File: config.mk
export PLATFORM = sky130hd
export DESIGN_NAME = force_error_supervisor
export DESIGN_NICKNAME = d
export VERILOG_FILES = /design/src/design/force_err_pkg.sv /design/src/design/force_error_supervisor.sv
export SDC_FILE = /design/constraint.sdc
export NUM_CORES = 1
export LEC_CHECK = 0
export ABC_AREA = 0
export BUFFER_PORTS_ARGS = -buffer_cell sky130_fd_sc_hd__buf_2
export CAP_MARGIN = 5
export CORE_ASPECT_RATIO = 1.4
export CORE_UTILIZATION = 38
export DETAILED_ROUTE_END_ITERATION = 16
export GPL_ROUTABILITY_DRIVEN = 0
export GPL_TIMING_DRIVEN = 0
export PLACE_DENSITY = 0.62
export SLEW_MARGIN = 0
export SYNTH_ARGS = -nofsm -noshare
export SYNTH_HDL_FRONTEND = slang
export SYNTH_SLANG_ARGS = --single-unit
export TNS_END_PERCENT = 10
File: constraint.sdc
create_clock -name mclk_i -period 16.8 [get_ports mclk_i]
set_input_delay 3.36 -clock mclk_i [delete_from_list [all_inputs] [get_ports mclk_i]]
set_output_delay 3.36 -clock mclk_i [all_outputs]
set_load 0.005 [all_outputs]
File: src/design/force_err_pkg.sv
package force_err_pkg;
  localparam int unsigned INPUTS = 4;
  localparam logic [3:0] DIGIT_BLANK = 4'h0;
  // error code values, decimal shown as BCD
  localparam logic [11:0] CODE_NONE = 12'h000;
  localparam logic [11:0] CODE_NOT_NORMAL = 12'h003;
  localparam logic [11:0] CODE_OVER = 12'h005;
  localparam logic [11:0] CODE_UNDER = 12'h007;
  localparam logic [11:0] CODE_EXC_SHORT = 12'h010;
  localparam logic [11:0] CODE_SENSE = 12'h011;
  localparam logic [11:0] CODE_SIGNAL = 12'h012;
  localparam logic [11:0] CODE_NO_DATA = 12'h014;
  localparam logic [11:0] CODE_DIGITS = 12'h020;
  localparam logic [11:0] CODE_DIGITS_ALT = 12'h191;
  // restart pulse length
  localparam int unsigned RESTART_NS = 1000;
  localparam int unsigned CLK_NS = 100;
  localparam int unsigned RESTART_CYC = (RESTART_NS + CLK_NS - 1) / CLK_NS;

  // fault flags of one input
  typedef struct packed {
    logic not_normal;
    logic over;
    logic under;
    logic exc_short;
    logic sense;
    logic signal;
    logic no_data;
    logic digits;
    logic digits_alt;
  } fault_s;

  typedef struct packed {
    logic [3:0] digit;
    logic [11:0] code;
  } err_code_s;
endpackage

File: src/design/force_error_supervisor.sv
`timescale 1ns/10ps
`default_nettype none
module force_error_supervisor #(
  parameter int unsigned DOUTS = 8,
  parameter int unsigned AOUTS = 4
) (
  // clock and reset
  input wire logic mclk_i,
  input wire logic rst_i,
  // fault inputs, per input A..D, and block-wide (from pins)
  input wire force_err_pkg::fault_s [force_err_pkg::INPUTS-1:0] in_fault_i,
  input wire force_err_pkg::fault_s block_fault_i,
  // normal output demands
  input wire logic [DOUTS-1:0] dout_req_i,
  input wire logic [AOUTS-1:0][15:0] aout_req_i,
  input wire logic process_req_i,
  // restart request
  input wire logic restart_req_i,
  input wire logic lock_active_i,
  input wire logic code_valid_i,
  input wire logic remote_excl_i,
  // outputs
  output logic [DOUTS-1:0] dout_o,
  output logic [AOUTS-1:0][15:0] aout_o,
  output logic in_process_o,
  output force_err_pkg::err_code_s err_code_o,
  output logic error_o,
  output logic restart_o
);
  import force_err_pkg::*;

  // refuse output counts the logic cannot serve
  if (DOUTS < 1 || AOUTS < 1)
  begin : g_bad_cfg
    $error("output counts must be at least one");
  end

  // two-flop synchronisers on pin inputs
  fault_s [INPUTS:0] flt_s1_q;
  fault_s [INPUTS:0] flt_q;
  logic [2:0] ctl_s1_q;
  logic [2:0] ctl_q;

  always_ff @(posedge mclk_i or posedge rst_i)
  begin
    if (rst_i)
    begin
      flt_s1_q <= '0;
      flt_q <= '0;
      ctl_s1_q <= 3'h0;
      ctl_q <= 3'h0;
    end
    else
    begin
      flt_s1_q <= {block_fault_i, in_fault_i};
      flt_q <= flt_s1_q;
      ctl_s1_q <= {restart_req_i, lock_active_i, code_valid_i};
      ctl_q <= ctl_s1_q;
    end
  end

  // priority encode one fault set to a code
  function automatic logic [11:0] encode(input fault_s f);
    logic [11:0] c;
    c = CODE_NONE;
    if (f.exc_short) c = CODE_EXC_SHORT;
    else if (f.sense) c = CODE_SENSE;
    else if (f.signal) c = CODE_SIGNAL;
    else if (f.over) c = CODE_OVER;
    else if (f.under) c = CODE_UNDER;
    else if (f.no_data) c = CODE_NO_DATA;
    else if (f.not_normal) c = CODE_NOT_NORMAL;
    else if (f.digits) c = CODE_DIGITS;
    else if (f.digits_alt) c = CODE_DIGITS_ALT;
    return c;
  endfunction

  // does a fault set still show the given code
  function automatic logic has_code(input fault_s f, input logic [11:0] c);
    logic h;
    h = 1'b0;
    case (c)
      CODE_NOT_NORMAL: h = f.not_normal;
      CODE_OVER: h = f.over;
      CODE_UNDER: h = f.under;
      CODE_EXC_SHORT: h = f.exc_short;
      CODE_SENSE: h = f.sense;
      CODE_SIGNAL: h = f.signal;
      CODE_NO_DATA: h = f.no_data;
      CODE_DIGITS: h = f.digits;
      CODE_DIGITS_ALT: h = f.digits_alt;
      default: h = 1'b0;
    endcase
    return h;
  endfunction

  logic [INPUTS:0][11:0] src_code;
  logic [INPUTS:0] src_err;
  genvar g;
  generate
    for (g = 0; g <= INPUTS; g++)
    begin : g_src
      assign src_code[g] = encode(flt_q[g]);
      assign src_err[g] = (src_code[g] != CODE_NONE);
    end
  endgenerate

  // pick new code: block-wide first, then input A..D
  err_code_s pick;
  always_comb
  begin
    pick = '{digit: DIGIT_BLANK, code: CODE_NONE};
    if (src_err[INPUTS])
    begin
      pick = '{digit: DIGIT_BLANK, code: src_code[INPUTS]};
    end
    else
    begin
      for (int i = INPUTS - 1; i >= 0; i--)
      begin
        if (src_err[i])
        begin
          pick = '{digit: 4'(i + 1), code: src_code[i]};
        end
      end
    end
  end

  // source of the held code still shows that same fault
  logic held_alive;
  always_comb
  begin
    held_alive = 1'b0;
    if (err_code_o.code != CODE_NONE)
    begin
      if (err_code_o.digit == DIGIT_BLANK)
      begin
        held_alive = has_code(flt_q[INPUTS], err_code_o.code);
      end
      else
      begin
        for (int i = 0; i < INPUTS; i++)
        begin
          if (err_code_o.digit == 4'(i + 1))
          begin
            held_alive = has_code(flt_q[i], err_code_o.code);
          end
        end
      end
    end
  end

  logic any_err;
  assign any_err = |src_err;

  // hold code until its cause clears
  always_ff @(posedge mclk_i or posedge rst_i)
  begin
    if (rst_i)
    begin
      err_code_o <= '{digit: DIGIT_BLANK, code: CODE_NONE};
      error_o <= 1'b0;
    end
    else
    begin
      if (!held_alive)
      begin
        err_code_o <= pick;
      end
      error_o <= any_err;
    end
  end

  always_ff @(posedge mclk_i or posedge rst_i)
  begin
    if (rst_i)
    begin
      dout_o <= '0;
      aout_o <= '0;
      in_process_o <= 1'b0;
    end
    else
    begin
      dout_o <= any_err ? '0 : dout_req_i;
      aout_o <= any_err ? '0 : aout_req_i;
      in_process_o <= process_req_i && !any_err;
    end
  end

  // restart: edge of synced request, lock gated, remote access ignored
  logic restart_prev_q;
  logic [$clog2(RESTART_CYC+1)-1:0] rst_cnt_q;
  logic restart_go;
  assign restart_go = ctl_q[2] && !restart_prev_q && (!ctl_q[1] || ctl_q[0]);

  always_ff @(posedge mclk_i or posedge rst_i)
  begin
    if (rst_i)
    begin
      restart_prev_q <= 1'b0;
      rst_cnt_q <= '0;
      restart_o <= 1'b0;
    end
    else
    begin
      restart_prev_q <= ctl_q[2];
      if (restart_go && rst_cnt_q == '0)
      begin
        rst_cnt_q <= ($clog2(RESTART_CYC+1))'(RESTART_CYC);
        restart_o <= 1'b1;
      end
      else if (rst_cnt_q != '0)
      begin
        rst_cnt_q <= rst_cnt_q - 1'b1;
        restart_o <= (rst_cnt_q != 1);
      end
    end
  end

  // length of the current restart pulse, saturating
  logic [$clog2(RESTART_CYC+1)-1:0] pulse_len_q;
  always_ff @(posedge mclk_i or posedge rst_i)
  begin
    if (rst_i)
    begin
      pulse_len_q <= '0;
    end
    else if (!restart_o)
    begin
      pulse_len_q <= '0;
    end
    else if (pulse_len_q != '1)
    begin
      pulse_len_q <= pulse_len_q + 1'b1;
    end
  end
endmodule
`default_nettype wire

# Word-level counts from Yosys, hierarchy flattened
# Index checks and enable logic that the tools add are counted.
[totals] latchBits=0 in_bits=124 romBits=0 wordCells=205 mem_count=0 ff_bits=192 output_inout_bits=91 ram_bits=0
[op_classes] eq_ne=14 n_addsub=1 n_shift=0 multipliers=0 muxes=67 magnitude_cmp=0 n_reduce_logical=19 div_mod_pow=0 n_bitwise=0
[ops] cell="two-way mux 9 bit" count=45
[ops] cell="nonzero test 12 bit" count=6
[ops] cell="two-way mux 16 bit" count=4
[ops] cell="two-way mux 64 bit" count=1
[ops] cell="== test 12 x 5 -> 1 bit, second input constant" count=4
[ops] cell="one-hot mux 1 bit (9 select lines)" count=5
[ops] cell="== test 12 x 3 -> 1 bit, second input constant" count=2
[ops] cell="two-way mux 15 bit" count=1
[ops] cell="== test 12 x 2 -> 1 bit, second input constant" count=1
[ops] cell="== test 12 x 6 -> 1 bit, second input constant" count=1
[ops] cell="== test 12 x 9 -> 1 bit, second input constant" count=1
[ops] cell="== test 4 x 2 -> 1 bit, second input constant" count=2
[ops] cell="logical NOT 4 bit" count=2
[ops] cell="two-way mux 1 bit" count=8
[ops] cell="two-way mux 4 bit" count=2
[ops] cell="two-way mux 8 bit" count=1
[ops] cell="OR reduction 5 bit" count=1
[ops] cell="== test 4 x 1 -> 1 bit, second input constant" count=1
[ops] cell="== test 4 x 3 -> 1 bit, second input constant" count=1
[ops] cell="logical AND 1 bit" count=4
[ops] cell="inequality test 4 x 1 -> 1 bit, second input constant" count=1
[ops] cell="nonzero test 4 bit" count=1
[ops] cell="subtractor 4 x 1 -> 4 bit, second input constant" count=1
[ops] cell="logical NOT 1 bit" count=3
[ops] cell="2 further kinds" count=2

# Depth between registers and ports, before layout
[logic_depth] ltp_word=15 mapped_depth=9 mapped_depth_nobuf=7

# Worst setup path after synthesis
# OpenSTA, ideal clock, no wires.
[synth_timing] kind="register -> output" from="reg err_code_o[7] (netlist name)" to="out err_code_o[8] (netlist name)" required_ns=13.440 path_stages_with_launch=2 t_arrival_ns=0.607 n_path_buf=1 setup_slack_ns=12.833 cell_sequence="dfrtp_1 -> buf_4"
[synth_rtl] element="end, declared" line="force_error_supervisor.sv:26" text="output force_err_pkg::err_code_s err_code_o,"

==> summary.txt <==
Outcome = finished clean
Yosys cell types = 60
Power density over the cells = 123 nW/um^2
CTS H-tree depth = 4
Iter 0 DRT Violations = 178
Clock-pin slew on the worst setup and hold paths = 0.07 ns
Global-route wire length before repair = 26300 um
Share of layout cells above drive strength 1 = 36.8%
Antenna viol nets, final = 0
Core Util, Final = 50.6%
CTS sink count = 185
Final Hold Vio Count = 0
Final WL = 16400 um
HP Start = flt_s1_q[14]
Core area = 17400 um^2
Worst-skew pair later-pin latency = 0.42 ns
Startpoint Class = flip-flop
CP startpoint = err_code_o[7]
RSZ-0062 raised after global routing = false
Die Y = 160 um
Rows = 57
Slowest stage delay, CP = 0.51 ns
Total track usage = 19.1%
Crit-path slowest cell = dfrtp_1
Max Root-Sink Buffers = 2
Crit. End Element = output pin
Syn-to-layout area delta = 29.9%
Crit-path cells = buf_4, buf_2
Largest net degree at the start of global routing = 118
Max Cap Violations = 0
Sequential cell area fraction in the yosys report = 68.3%
Most frequent cell after synthesis = dfrtp_1
Number of synthesized register bits = 185
Drc violations = 0
Synth top cells by count = dfrtp_1 (185), and2_1 (75), nor2_1 (26)
CP bufs+invs = 2
VDD IR max = 0.0669 mV
Placed wire-length estimate = 12500 um
First-pass iteration count of the detailed router = 4
Max Clock Skew = 0.0138 ns
Async set-or-reset flop fraction in the synthesized netlist = 100%
Syn_area_per_cell = 13.3 um^2
Final setup vio count = 0
Setup TNS = 0 ns
Synth Instances = 509
Delay-heaviest family, CP = flip-flops
Crit path required time = 13.44 ns
Syn. warnings = 0
CP Class = reg -> out
PortBufs = 207
Die Footprint = 18400 um^2
Worst relative slew slack = 47.8%
PnR worst setup slack = 12.26 ns
Max Slew Vio Count = 0
Vias in the first global route = 5193
Pre-CTS WS = 12.43 ns
CTS tree = built
Mapped cell area = 6780 um^2
Least-Margin Pin Slew = 0.773 ns
Ports = 215
Final period util = 27.0%
Root Driver = clkbuf_16
Setup Buffers After CTS = 0
Via count = 4789
Worst hold path class = reg -> reg
Dominant synthesized flop cell = dfrtp_1
Area leader, netlist = dfrtp_1
Crit-path max FO = 8
Routed len/inst = 16.6 um
Initial antenna violation count = 3
Cts repair resizes = 0
Initial cell density of the core = 39.0%
Arrival time of the worst setup path = 1.18 ns
Post-synth EDFFs = 0
Total CTS buffers = 17
Post-layout minimum cycle time = 4.54 ns
Die X-Extent = 115 um
Largest cells by area after synthesis = dfrtp_1 (68%), and2_1 (6.9%), a21oi_1 (1.7%)
# hold bufs at CTS = 0
R2r startpoint = flt_q[43]
GRT overflow = 0
Vias per cell = 4.85
Leak = 0.00450 uW
Max Freq = 220 MHz
Synth top area share = 68.3%
Final #Nets = 867
where the power goes:
| part | total [uW] | internal (uW) | switching [uW] |
|---|---|---|---|
| combinational | 163 | 73.4 | 89.3 |
| clock | 433 | 265 | 168 |
| sequential | 489 | 468 | 20.9 |
final cells by class:
class	instances	area, um^2
antenna	1	2.50
buffer	20	168
clock buffer	17	425
clock inverter	12	215
fill	1570	8590
inverter	20	82.6
multi-input combinational	289	1930
sequential	185	4630
tap	236	295
timing repair buffer	208	1060
layer usage:
layer / vias up / part of all wire, % / global-route usage [%]
li1: 2216 / - / -
met1: 2297 / 35 / 19.4
met2: 225 / 53 / 34.1
met3: 47 / 7.1 / 6.45
met4: 4 / 4.3 / 10.0
met5: - / 0.15 / 0
layout by cell type, fill, tap and decap left out, drive strengths merged, types with 2 or more instances in the layout:
cell type,count
ha,2
or3,5
nor2,26
o311ai,2
nand2,10
inv,24
a31oi,5
a21oi,23
mux2i,11
a221oi,7
nand3,8
o21bai,4
nand2b,4
nor3,15
nor2b,10
o2bb2ai,2
bufinv,5
clkbuf,17
mux2,5
conb,6
o2111ai,2
nand4,2
a32o,2
clkinvlp,3
nor4,8
dfrtp,185
and3,9
a2bb2oi,4
nor4b,4
o21ai,12
and2,75
buf,228
o31ai,6
nor3b,2
flip-flops by register name (all words and copies together), names as in the netlist:
signal and cells:
ctl_s1_q 3, dout_o 8, flt_s1_q 45, restart_o 1, flt_q 45, err_code_o 9, ctl_q 3, error_o 1
aout_o 64, in_process_o 1, rst_cnt_q 4, restart_prev_q 1
per-stage QoR:
step           instance area [um^2]  std cells  hold slack [ns]  total power, uW
2_1_floorplan                  6800        514            0.331              606
3_3_place_gp                   8130        957            0.334              651
3_5_place_dp                   8170        958            0.335              660
4_1_cts                        8810        987            0.344             1100
5_1_grt                        8810        988            0.353             1130
6_report                       8810        988            0.341             1080
cells by family (layout without fill, tap and decap cells):
group / Yosys count / in the layout / share of synthesized area (%)
AOI/OAI and AO/OA: 81 / 81 / 8.71
adders and majority gates: 2 / 2 / 0.369
buffers and inverters: 40 / 277 / 3.58
DFF: 185 / 185 / 68.3
muxes: 16 / 16 / 2.57
other: 1 / 7 / 0.0553
and+or+nand+nor: 184 / 184 / 16.4
final timing paths:
kind,endpoint,slack [ns],cells after the start
worst max-delay path,err_code_o[8],12.26,2
worst max register to register,dout_o[2],14.14,8
min in group asynchronous,err_code_o[5],2.97,2
worst min register to register,flt_q[14],0.34,0
max in group asynchronous,flt_s1_q[14],12.91,3
worst min-delay path,flt_q[14],0.34,0
Note: power is estimated with default switching activity, not from simulation.
